## config.mk

```make
export PLATFORM = sky130hd
export DESIGN_NAME = lod_decoder
export DESIGN_NICKNAME = d
export VERILOG_FILES = /design/src/inc/lod_pkg.sv /design/src/rtl/lod_decoder.sv /design/src/rtl/lod_classify.sv
export SDC_FILE = /design/constraint.sdc
export NUM_CORES = 1
export LEC_CHECK = 0
export BUFFER_PORTS_ARGS = -buffer_cell sky130_fd_sc_hd__buf_4
export CAP_MARGIN = 40
export CELL_PAD_IN_SITES_DETAIL_PLACEMENT = 2
export CELL_PAD_IN_SITES_GLOBAL_PLACEMENT = 2
export CORE_UTILIZATION = 41
export CTS_BUF_LIST = sky130_fd_sc_hd__clkbuf_8
export DETAILED_ROUTE_END_ITERATION = 7
export PLACE_DENSITY_LB_ADDON = 0.1
export RECOVER_POWER = 100
export SYNTH_ARGS = -nofsm -noshare
export SYNTH_HDL_FRONTEND = slang
export SYNTH_SLANG_ARGS = --single-unit
```

## constraint.sdc

```tcl
create_clock -name ref_clk_in -period 5.15 [get_ports ref_clk_in]
set_input_delay 1.03 -clock ref_clk_in [delete_from_list [all_inputs] [get_ports ref_clk_in]]
set_output_delay 1.03 -clock ref_clk_in [all_outputs]
set_load 0.01 [all_outputs]
```

## src/inc/lod_pkg.sv

```systemverilog
// Constants and types shared by the logic-op opcode decoder.
// Assumes one core clock and bytes delivered in program order by fetch.
// Notes on behaviour
// - 17h plus 0xxx1100 is AND memory into accumulator, base-plus-index selected by code.
// - 17h plus 1xxx1100 is AND stored to base-plus-index memory, eight codes.
// - 16h plus 1xxx1100 is AND stored through pointer, with increment or decrement for codes 0 to 3 only.
// - 06h plus 1xxx1100 plus displacement byte is AND stored at base plus byte.
// - 0Ah plus 1xxx1100 is AND stored at 24-bit offset plus index, low byte first.
// - AEh then immediate byte is OR of accumulator with immediate.
// - 7Eh, then register nibble with 0011, then immediate, is OR register immediate.
// - 6Eh, page-two offset, immediate is OR into short direct page two.
// - Prefix 3Ch then 6Eh, offset, immediate is OR into short direct page one.
// - Prefix 01h then 6Eh, offset, immediate is OR into special function window.
package lod_pkg;
   // First bytes
   localparam logic [7:0] OPC_AND_IDX = 8'h17;
   localparam logic [7:0] OPC_AND_PTR = 8'h16;
   localparam logic [7:0] OPC_AND_BASED = 8'h06;
   localparam logic [7:0] OPC_AND_OFF24 = 8'h0a;
   localparam logic [7:0] OPC_OR_ACC = 8'hae;
   localparam logic [7:0] OPC_OR_REG = 8'h7e;
   localparam logic [7:0] OPC_OR_PAGE = 8'h6e;
   localparam logic [7:0] OPC_PFX_PAGE1 = 8'h3c;
   localparam logic [7:0] OPC_PFX_SFR = 8'h01;
   // Second-byte fields
   localparam logic [3:0] AND_LOW_NIB = 4'hc;
   localparam logic [3:0] OR_REG_LOW_NIB = 4'h3;
   localparam int STORE_BIT = 7;
   localparam logic [2:0] BASED_MAX_CODE = 3'h4;
   localparam logic [2:0] OFF24_MAX_CODE = 3'h3;
   // Instruction lengths in bytes
   localparam logic [2:0] LEN_NONE = 3'h0;
   localparam logic [2:0] LEN_2 = 3'h2;
   localparam logic [2:0] LEN_3 = 3'h3;
   localparam logic [2:0] LEN_4 = 3'h4;
   localparam logic [2:0] LEN_5 = 3'h5;
   localparam int MAX_BYTES = 5;

   typedef enum logic [1:0] {OP_NONE = 2'b00, OP_AND = 2'b01, OP_OR = 2'b10} lod_op_t;
   typedef enum logic [3:0]
   {
      MODE_NONE = 4'b0000,
      MODE_BASE_INDEX = 4'b0001,
      MODE_POINTER = 4'b0010,
      MODE_BASED = 4'b0011,
      MODE_OFF24 = 4'b0100,
      MODE_ACC_IMM = 4'b0101,
      MODE_REG_IMM = 4'b0110,
      MODE_PAGE2 = 4'b0111,
      MODE_PAGE1 = 4'b1000,
      MODE_SFR = 4'b1001
   } lod_mode_t;
   typedef enum logic [2:0]
   {
      BASE_NONE = 3'b000,
      BASE_PTR24_FIRST = 3'b001,
      BASE_PTR24_SECOND = 3'b010,
      BASE_PTR24_THIRD = 3'b011,
      BASE_PTR24_FOURTH = 3'b100,
      BASE_STACK_POINTER = 3'b101
   } lod_base_t;
   typedef enum logic [2:0]
   {
      INDEX_NONE = 3'b000,
      INDEX_ACC = 3'b001,
      INDEX_GP_REG_TWO = 3'b010,
      INDEX_GP_REG_THREE = 3'b011,
      INDEX_PAIR_D_E = 3'b100,
      INDEX_PAIR_H_L = 3'b101
   } lod_index_t;
   typedef enum logic [1:0] {STEP_NONE = 2'b00, STEP_INC = 2'b01, STEP_DEC = 2'b10} lod_step_t;
endpackage

```

## src/rtl/lod_decoder.sv

```systemverilog
// Byte-serial decoder for the AND memory forms and the OR immediate forms.
// Assumes fetch presents one byte per cycle with byte_valid_in, on ref_clk_in.
`timescale 1ns/1ps
module lod_decoder
(
   input wire logic ref_clk_in,                  // Core clock, 20 MHz
   input wire logic nrst_in,                     // Asynchronous reset, active low
   input wire logic [7:0] byte_in,               // Instruction byte from fetch
   input wire logic byte_valid_in,               // byte_in holds a new byte
   input wire logic flush_in,                    // Abandon a partly collected instruction
   output logic done_out,                        // One-cycle pulse: decode fields valid
   output logic illegal_out,                     // One-cycle pulse: unknown encoding
   output lod_pkg::lod_op_t op_out,              // Operation
   output lod_pkg::lod_mode_t mode_out,          // Addressing mode
   output lod_pkg::lod_base_t base_out,          // Pointer or base register
   output lod_pkg::lod_index_t index_out,        // Index register
   output lod_pkg::lod_step_t step_out,          // Pointer post-update
   output logic store_out,                       // 1 store to memory, 0 load to register
   output logic [3:0] reg_sel_out,               // General register number
   output logic [2:0] len_out,                   // Instruction length in bytes
   output logic [23:0] offset_out,               // Displacement or 24-bit offset
   output logic [7:0] imm_out,                   // Immediate operand
   output logic [7:0] page_out                   // Page or window register offset
);
   import lod_pkg::*;

   typedef struct packed
   {
      logic [2:0] cnt;
      logic [MAX_BYTES-1:0][7:0] bytes;
      logic done;
      logic illegal;
      lod_op_t op;
      lod_mode_t mode;
      lod_base_t base;
      lod_index_t index;
      lod_step_t step;
      logic store;
      logic [3:0] reg_sel;
      logic [2:0] len;
      logic [23:0] offset;
      logic [7:0] imm;
      logic [7:0] page;
   } lod_state_t;

   lod_state_t st_ff;
   lod_state_t nxt_st;
   logic rst_meta_ff;
   logic rst_sync_ff;
   logic [7:0] c_b1;
   logic [7:0] c_b2;
   logic c_first_ok;
   logic c_legal;
   logic [2:0] c_len;
   lod_op_t c_op;
   lod_mode_t c_mode;
   lod_base_t c_base;
   lod_index_t c_index;
   lod_step_t c_step;
   logic c_store;

   // Reset release through two flip-flops
   always_ff @(posedge ref_clk_in or negedge nrst_in)
   begin
      if (!nrst_in)
      begin
         rst_meta_ff <= 1'b0;
         rst_sync_ff <= 1'b0;
      end
      else
      begin
         rst_meta_ff <= 1'b1;
         rst_sync_ff <= rst_meta_ff;
      end
   end

   // Table sees the arriving byte while it is the first or second one
   assign c_b1 = (st_ff.cnt == 3'h0) ? byte_in : st_ff.bytes[0];
   assign c_b2 = (st_ff.cnt == 3'h1) ? byte_in : st_ff.bytes[1];

   lod_classify u_classify
   (
      .b1_in(c_b1),
      .b2_in(c_b2),
      .first_ok_out(c_first_ok),
      .legal_out(c_legal),
      .len_out(c_len),
      .op_out(c_op),
      .mode_out(c_mode),
      .base_out(c_base),
      .index_out(c_index),
      .step_out(c_step),
      .store_out(c_store)
   );

   // Byte collection and field extraction
   always_comb
   begin
      nxt_st = st_ff;
      nxt_st.done = 1'b0;
      nxt_st.illegal = 1'b0;
      if (flush_in)
         nxt_st.cnt = 3'h0;
      else if (byte_valid_in)
      begin
         if (st_ff.cnt < LEN_5)
            nxt_st.bytes[st_ff.cnt] = byte_in;
         if (st_ff.cnt == 3'h0)
         begin
            if (c_first_ok)
               nxt_st.cnt = 3'h1;
            else
               nxt_st.illegal = 1'b1;
         end
         else if ((st_ff.cnt == 3'h1) && !c_legal)
         begin
            nxt_st.illegal = 1'b1;
            nxt_st.cnt = 3'h0;
         end
         else if ((st_ff.cnt + 3'h1) == c_len)
         begin
            // Last byte: publish the whole decode at once
            nxt_st.cnt = 3'h0;
            nxt_st.done = 1'b1;
            nxt_st.op = c_op;
            nxt_st.mode = c_mode;
            nxt_st.base = c_base;
            nxt_st.index = c_index;
            nxt_st.step = c_step;
            nxt_st.store = c_store;
            nxt_st.len = c_len;
            nxt_st.reg_sel = 4'h0;
            nxt_st.offset = 24'h000000;
            nxt_st.imm = 8'h00;
            nxt_st.page = 8'h00;
            unique case (c_mode)
               MODE_BASED: nxt_st.offset = {16'h0000, nxt_st.bytes[2]};
               MODE_OFF24: nxt_st.offset = {nxt_st.bytes[4], nxt_st.bytes[3],
                                            nxt_st.bytes[2]};
               MODE_ACC_IMM: nxt_st.imm = nxt_st.bytes[1];
               MODE_REG_IMM:
               begin
                  nxt_st.reg_sel = nxt_st.bytes[1][7:4];
                  nxt_st.imm = nxt_st.bytes[2];
               end
               MODE_PAGE2:
               begin
                  nxt_st.page = nxt_st.bytes[1];
                  nxt_st.imm = nxt_st.bytes[2];
               end
               MODE_PAGE1, MODE_SFR:
               begin
                  nxt_st.page = nxt_st.bytes[2];
                  nxt_st.imm = nxt_st.bytes[3];
               end
               default: ;
            endcase
         end
         else
            nxt_st.cnt = st_ff.cnt + 3'h1;
      end
   end

   // State register
   always_ff @(posedge ref_clk_in or negedge rst_sync_ff)
   begin
      if (!rst_sync_ff)
         st_ff <= '0;
      else
         st_ff <= nxt_st;
   end

   // Outputs straight from the state register
   assign done_out = st_ff.done;
   assign illegal_out = st_ff.illegal;
   assign op_out = st_ff.op;
   assign mode_out = st_ff.mode;
   assign base_out = st_ff.base;
   assign index_out = st_ff.index;
   assign step_out = st_ff.step;
   assign store_out = st_ff.store;
   assign reg_sel_out = st_ff.reg_sel;
   assign len_out = st_ff.len;
   assign offset_out = st_ff.offset;
   assign imm_out = st_ff.imm;
   assign page_out = st_ff.page;

   logic take1;
   assign take1 = byte_valid_in && !flush_in && (st_ff.cnt == 3'h1);
endmodule

```

## src/rtl/lod_classify.sv

```systemverilog
// Combinational opcode table: first and second byte to operation and operands.
// Assumes the caller only trusts legal_out once the second byte is present.
`timescale 1ns/1ps
module lod_classify
(
   input wire logic [7:0] b1_in,                 // First instruction byte
   input wire logic [7:0] b2_in,                 // Second instruction byte
   output logic first_ok_out,                    // First byte is a known opcode or prefix
   output logic legal_out,                       // Byte pair forms a known instruction
   output logic [2:0] len_out,                   // Total length in bytes
   output lod_pkg::lod_op_t op_out,              // Operation
   output lod_pkg::lod_mode_t mode_out,          // Addressing mode
   output lod_pkg::lod_base_t base_out,          // Pointer or base register
   output lod_pkg::lod_index_t index_out,        // Index register
   output lod_pkg::lod_step_t step_out,          // Pointer update
   output logic store_out                        // Result goes to memory
);
   import lod_pkg::*;
   logic [2:0] code;
   logic and_form;
   assign code = b2_in[6:4];
   assign and_form = (b2_in[3:0] == AND_LOW_NIB);

   // Opcode table
   always_comb
   begin
      first_ok_out = 1'b1;
      legal_out = 1'b0;
      len_out = LEN_NONE;
      op_out = OP_NONE;
      mode_out = MODE_NONE;
      base_out = BASE_NONE;
      index_out = INDEX_NONE;
      step_out = STEP_NONE;
      store_out = 1'b0;
      case (b1_in)
         OPC_AND_IDX:
         begin
            legal_out = and_form;
            len_out = LEN_2;
            op_out = OP_AND;
            mode_out = MODE_BASE_INDEX;
            store_out = b2_in[STORE_BIT];
            base_out = code[0] ? BASE_PTR24_SECOND : BASE_PTR24_FIRST;
            if (code[2:1] == 2'h2)
               base_out = BASE_PTR24_THIRD;
            unique case (code)
               3'h0, 3'h1: index_out = INDEX_ACC;
               3'h2, 3'h3: index_out = INDEX_GP_REG_TWO;
               3'h4: index_out = INDEX_PAIR_D_E;
               3'h5: index_out = INDEX_PAIR_H_L;
               3'h6, 3'h7: index_out = INDEX_GP_REG_THREE;
            endcase
         end
         OPC_AND_PTR:
         begin
            legal_out = and_form && b2_in[STORE_BIT];
            len_out = LEN_2;
            op_out = OP_AND;
            mode_out = MODE_POINTER;
            store_out = 1'b1;
            base_out = code[0] ? BASE_PTR24_SECOND : BASE_PTR24_FIRST;
            if (code == 3'h6)
               base_out = BASE_PTR24_THIRD;
            if (code == 3'h7)
               base_out = BASE_PTR24_FOURTH;
            if (!code[2])
               step_out = code[1] ? STEP_DEC : STEP_INC;
         end
         OPC_AND_BASED:
         begin
            legal_out = and_form && b2_in[STORE_BIT] && (code <= BASED_MAX_CODE);
            len_out = LEN_3;
            op_out = OP_AND;
            mode_out = MODE_BASED;
            store_out = 1'b1;
            unique case (code)
               3'h0: base_out = BASE_PTR24_FIRST;
               3'h1: base_out = BASE_STACK_POINTER;
               3'h2: base_out = BASE_PTR24_SECOND;
               3'h3: base_out = BASE_PTR24_FOURTH;
               default: base_out = BASE_PTR24_THIRD;
            endcase
         end
         OPC_AND_OFF24:
         begin
            legal_out = and_form && b2_in[STORE_BIT] && (code <= OFF24_MAX_CODE);
            len_out = LEN_5;
            op_out = OP_AND;
            mode_out = MODE_OFF24;
            store_out = 1'b1;
            unique case (code[1:0])
               2'h0: index_out = INDEX_PAIR_D_E;
               2'h1: index_out = INDEX_ACC;
               2'h2: index_out = INDEX_PAIR_H_L;
               2'h3: index_out = INDEX_GP_REG_TWO;
            endcase
         end
         OPC_OR_ACC:
         begin
            legal_out = 1'b1;
            len_out = LEN_2;
            op_out = OP_OR;
            mode_out = MODE_ACC_IMM;
         end
         OPC_OR_REG:
         begin
            legal_out = (b2_in[3:0] == OR_REG_LOW_NIB);
            len_out = LEN_3;
            op_out = OP_OR;
            mode_out = MODE_REG_IMM;
         end
         OPC_OR_PAGE:
         begin
            legal_out = 1'b1;
            len_out = LEN_3;
            op_out = OP_OR;
            mode_out = MODE_PAGE2;
            store_out = 1'b1;
         end
         OPC_PFX_PAGE1, OPC_PFX_SFR:
         begin
            legal_out = (b2_in == OPC_OR_PAGE);
            len_out = LEN_4;
            op_out = OP_OR;
            mode_out = (b1_in == OPC_PFX_SFR) ? MODE_SFR : MODE_PAGE1;
            store_out = 1'b1;
         end
         default: first_ok_out = 1'b0;
      endcase
   end
endmodule

```

-- Word-level counts from Yosys, hierarchy flattened
Memory sizes are Yosys's and may differ from the RTL's.
Index checks and enable logic that the tools add are counted.
- order comparisons: 5
- reduce and logical (&&, ||, !) cells: 24
- equal/unequal tests: 31
- $add $sub $neg: 1
- bitwise gates (word level): 3
- muxes and demuxes: 44
- operator list (kind ; count):
    62-bit 2-to-1 mux ; 3
    107-bit 2-to-1 mux ; 1
    64-bit 2-to-1 mux ; 1
    24-bit case mux with 2 select lines ; 1
    40-bit bitwise mux ; 1
    40-bit 2-to-1 mux ; 1
    3-bit case mux with 4 select lines ; 3
    4-bit case mux with 8 select lines ; 1
    8-bit demux with 3-bit select ; 1
    8-bit by 7-bit == test with 1-bit output (second input constant) ; 3
    3-bit 2-to-1 mux ; 8
    8-bit 2-to-1 mux ; 3
    8-bit case mux with 3 select lines ; 1
    4-bit by 3-bit == test with 1-bit output (second input constant) ; 4
    8-bit by 5-bit == test with 1-bit output (second input constant) ; 2
    8-bit case mux with 2 select lines ; 1
    4-bit == test (second input constant) ; 3
    3-bit case mux with 3 select lines ; 1
    9-bit OR reduction ; 1
    4-bit by 2-bit == test with 1-bit output (second input constant) ; 2
    8-bit by 1-bit == test with 1-bit output (second input constant) ; 1
    8-bit by 3-bit == test with 1-bit output (second input constant) ; 1
    8-bit by 4-bit == test with 1-bit output (second input constant) ; 1
    8-bit by 6-bit == test with 1-bit output (second input constant) ; 1
    other kinds (35) ; 62
- flip-flop bits (word level): 109
- ROM bits: 24
- memories: 1
- memory list (name ; words ; bits a word ; read ports ; clocked after Yosys merged registers in ; wr ports ; line ; text):
    (name not given) ; 8 ; 3 ; 1 ; 0 ; 0 ; lod_classify.sv:47 ; unique case (code)

-- Longest topological paths before layout
- depth after elaboration: 13
- gate-level depth with buffers: 17

-- Cells and area by module
Synthesis repeated with hierarchy kept, for this count alone.
- cells, all modules: 611
- area total of the unflattened synthesis: 6424.9 um^2
- modules (own cells, without submodules) (module ; area each (um^2) ; cells each ; times used):
    lod_decoder ; 5794.3 ; 503 ; 1
    lod_classify ; 630.6 ; 108 ; 1

-- Worst setup path before layout
No wires, ideal clock.
- path kind: input port to flip-flop
- start: input port byte_in[6]
- end: register st_ff, in the netlist offset_out[21]
- required time: 5015 ps
- path slack: 1421 ps
- setup time: 135 ps
- path buffers: 4
- arrival: 3594 ps
- cell stages on the path: 12
- path through: or4b_1 o31a_2 or4_1 buf_2 o2111a_1 o311a_1 nand4bb_1 buf_2 buf_6 buf_2 nand2_1 o31ai_2
- longest elaborated chain between the ends: 8
- elaborated cells between the ends (all ways): 32
- those cells by class: order compare (2); eq/ne (13); mux (7); bitwise (1); reduce/logical (9)
- ends and longest elaborated chain (element ; line ; text):
    from (decl) ; lod_decoder.sv:8 ; input wire logic [7:0] byte_in,
    parallel branches: the longest is 8 deep, another holds 24-bit case mux with 2 select lines ; - ;
    to (signal assigned) ; lod_decoder.sv:170 ; st_ff <= nxt_st;
    to (decl) ; lod_decoder.sv:46 ; lod_state_t st_ff;
Several ways; the timed one is not identified.
A chain may end at the register's enable or synchronous reset.

-- Worst setup path in the final report
- start: register st_ff[105] (netlist bit)
- end: register st_ff, in the netlist reg_sel_out[0]
- longest elaborated chain between the ends: 10
- elaborated cells between the ends (all ways): 46
- those cells by class: add/sub (1); order compare (5); eq/ne (15); mux (11); bitwise (2); reduce/logical (12)
- ends and longest elaborated chain (element):
    parallel branches: the longest is 10 deep, another holds 3-bit by 2-bit <= comparator with 1-bit output
Several ways; the timed one is not identified.

==> impl_results.md <==
- Status: complete, but fails checks
- Violated checks: max-capacitance violations, max-slew violations
- P_leak: 2.58 nW
- CTS H-tree lvls: 3
- F_max: 0.213 GHz
- Synth unique cells: 60
- Least-Margin Pin Slew: 2.25 ns
- Final clock skew: 0.0129 ns
- Worst-path maximum fanout: 74
- Final estimated routing congestion in global placement: 0.903
- XOR/XNOR Fraction of Synth Area: 0.00290
- CTS Sinks: 109
- Post-synthesis mux area share: 0.0913
- CTS tree: built
- Vias: 4687
- Syn Area/Cell: 9.76 um2
- Most used routing layer: met2
- Critical Path RT: 5.44 ns
- Die width: 123 um
- Mapped Cells: 619
- First-pass DRT Iterations: 5
- Setup-failing EPs final: 0
- CP endpoint kind: flip-flop
- Pwr dens: 351 nW/um2
- Footprint of the multi-input gates: 2630 um2
- Top-area cell type share of the netlist area: 0.451
- FF/Latch Area: 2730 um2
- Cell area after synthesis: 6040 um2
- Asr flop ratio synth: 1.00
- DRC viols: 0
- CTS resizes: 0
- Final Cell Area: 6210 um2
- Max-cap violations: 2
- Syn-to-layout area delta: 2.80%
- Setup CP Type: reg2reg
- Met3 Use GR: 0.0268
- Largest net degree at the start of global routing: 75
- Aggregate global routing overflow: 0
- Worst EP arrival: 4.99 ns
- Power Total: 2.18 mW
- Final WL: 17900 um
- Slew Limit Headroom: -0.499
- Routed vias/inst: 5.84
- Total GRT Usage: 0.253
- First-pass GRT wire length: 28800 um
- Largest family of logic cells by synthesized area: compound AO/OA/AOI/OAI gates
- Ratio of cells with drive above 1 in the final layout: 0.101
- CP max-delay cell: o2111ai_1
- Initial DRC Count: 271
- Slew Limit Fails: 95
- DP HPWL: 13000 um
- Worst-Skew Late Latency: 0.40 ns
- Starting density of the core: 0.427
- Die H: 123 um
- Number of I/O port buffers: 75
- Number of global-route vias before repair: 5190
- Synthesis Warnings: 0
- Simple-Gate Fraction of Synth Area: 0.143
- Period utilisation layout: 0.912
- Net count, final: 637
- Root buffer cell: clkbuf_8
- Synth top area cells: dfrtp_1 (45%), buf_4 (7.6%), nand2_1 (6.1%)
- TNS Setup: 0 ns
- Die area: 15200 um2
- Num rows: 43
- Setup bufs post-CTS: 0
- Net Count, Synth: 639
- CTS Hold Bufs: 0
- Fillcell total: 1576
- Initial antenna violation count: 0
- Area share of fa/ha/maj cells after synthesis: 0.0166
- Hold Fails Final Rpt: 0
- Most common cell in the netlist: dfrtp_1
- CTS Buffer Depth: 2
- Synth Flop Type: dfrtp_1
- Post-synth top cells: dfrtp_1 (109), nand2_1 (98), o21ai_0 (62), buf_4 (61), mux2i_1 (36)
- CTS Buf Count: 9
- Max VDD drop: 0.120 mV
- Post-synthesis compound-gate area fraction: 0.179
- Antenna cell count: 0
- Total I/O pin count: 76
- Placed cell area: 6340 um2
- Buffers and inverters on the worst path: 3
- Clk slew on worst S/H paths: 0.11 ns
- Yosys reg bits: 109
- RSZ-0062 raised after global routing: false
- Most common cell on crit path: o31ai_1
- Cell taking the most area after synthesis: dfrtp_1
- Final ANT Viol Nets: 0
- Startpoint class of the critical path: flip-flop
- Crit path cell chain: inv_1 > ha_1 > nor2b_1 > clkbuf_1 > o31ai_1 > o2111ai_1 > o2111a_1 > o311a_1 > nand4bb_4 > buf_12 > o31ai_1
- Sequential share of the synthesized area: 0.451
- Post-synth EDFFs: 0
- Core Region: 14100 um2
- Delay of the slowest critical-path stage: 0.54 ns
- GR Layer Usage met2: 0.432
- Minimum clock period: 4.69 ns
- Hold WC Path Type: reg2reg
- Routed length per placed instance: 22.3 um
- Crit path max-delay family: compound AO/OA/AOI/OAI gates
- Finished Core Util: 0.439
- Met1 Use GR: 0.321
## layout by cell type, fill, tap and decap left out, types with 4 or more instances in the layout
cell type,synthesis,routed
a21o_1,4,4
a21oi_1,10,10
a31oi_1,6,6
buf_4,61,14
clkbuf_1,25,73
clkbuf_8,0,10
dfrtp_1,109,109
ha_1,8,8
inv_1,14,15
mux2_2,17,17
mux2i_1,36,36
nand2_1,98,98
nand2b_1,15,15
nand3_1,5,5
nand3b_1,4,4
nor2_1,8,8
nor2b_1,4,4
nor3_1,7,7
nor4_1,4,4
nor4b_1,4,4
nor4bb_1,6,6
o21ai_0,62,62
o221a_2,9,9
o22a_1,8,8
o31ai_1,28,30
or4_1,4,4
## through the flow
stage,hold slack (ns),instances,setup slack (ns)
after global placement,0.334,783,0.826
final,0.369,802,0.455
after CTS,0.321,801,0.466
after global routing,0.383,802,0.202
after floorplan,0.331,619,1.42
after detailed placement,0.308,785,0.494
## path summary, 6_finish.rpt
kind | to | cells past startpoint | slack, ns | start
max in group asynchronous | mode_out[0] | 2 | 1.21 | rst_sync_ff
hold reg to reg | rst_sync_ff | 0 | 0.37 | rst_meta_ff
min in group asynchronous | rst_sync_ff | 1 | 0.39 | nrst_in
setup / recovery | reg_sel_out[0] | 11 | 0.46 | st_ff[105]
hold / removal | rst_sync_ff | 0 | 0.37 | rst_meta_ff
setup reg to reg | reg_sel_out[0] | 11 | 0.46 | st_ff[105]
## sequential cells by signal, indices dropped and copies added, names as in the netlist, 2 cells and up, named ones only
signal,flops
st_ff,35
page_out,8
step_out,2
mode_out,4
op_out,2
imm_out,8
offset_out,24
index_out,3
base_out,3
len_out,3
reg_sel_out,4
## worst reg2reg max path, cell delays in order (launching register included)
cell       delay [ns]
dfrtp_1          0.52
inv_1            0.14
ha_1             0.33
nor2b_1          0.26
clkbuf_1         0.30
o31ai_1          0.51
o2111ai_1        0.54
o2111a_1         0.32
o311a_1          0.41
nand4bb_4        0.51
buf_12           0.37
o31ai_1          0.37
## cell families after synthesis
logic type / after synthesis
adder cells (fa/ha/maj): 8
other: 1
buffers and inverters: 116
AND/OR/NAND/NOR: 172
XOR/XNOR: 2
multiplexers: 53
flip-flops: 109
AO/OA/AOI/OAI: 158
## power breakdown
part	internal, mW	switching, mW
Clock	0.189	0.317
Sequential	0.939	0.0827
Combinational	0.213	0.436
Total	1.34	0.836
## cell type report
type                    count  area share
flip-flops and latches    109       0.439
multi-input cells         394       0.423
repair buffers             89      0.0651
well taps                 180      0.0363
clock buffers              10      0.0222
inverters                  14     0.00846
clock inverters             6     0.00584
## layer usage
metal | up-vias | wire, um
met5 | - | 0
met4 | 0 | 399
met3 | 27 | 536
met2 | 89 | 9160
met1 | 2419 | 7830
li1 | 2152 | -
(Power assumes the default switching activity.)
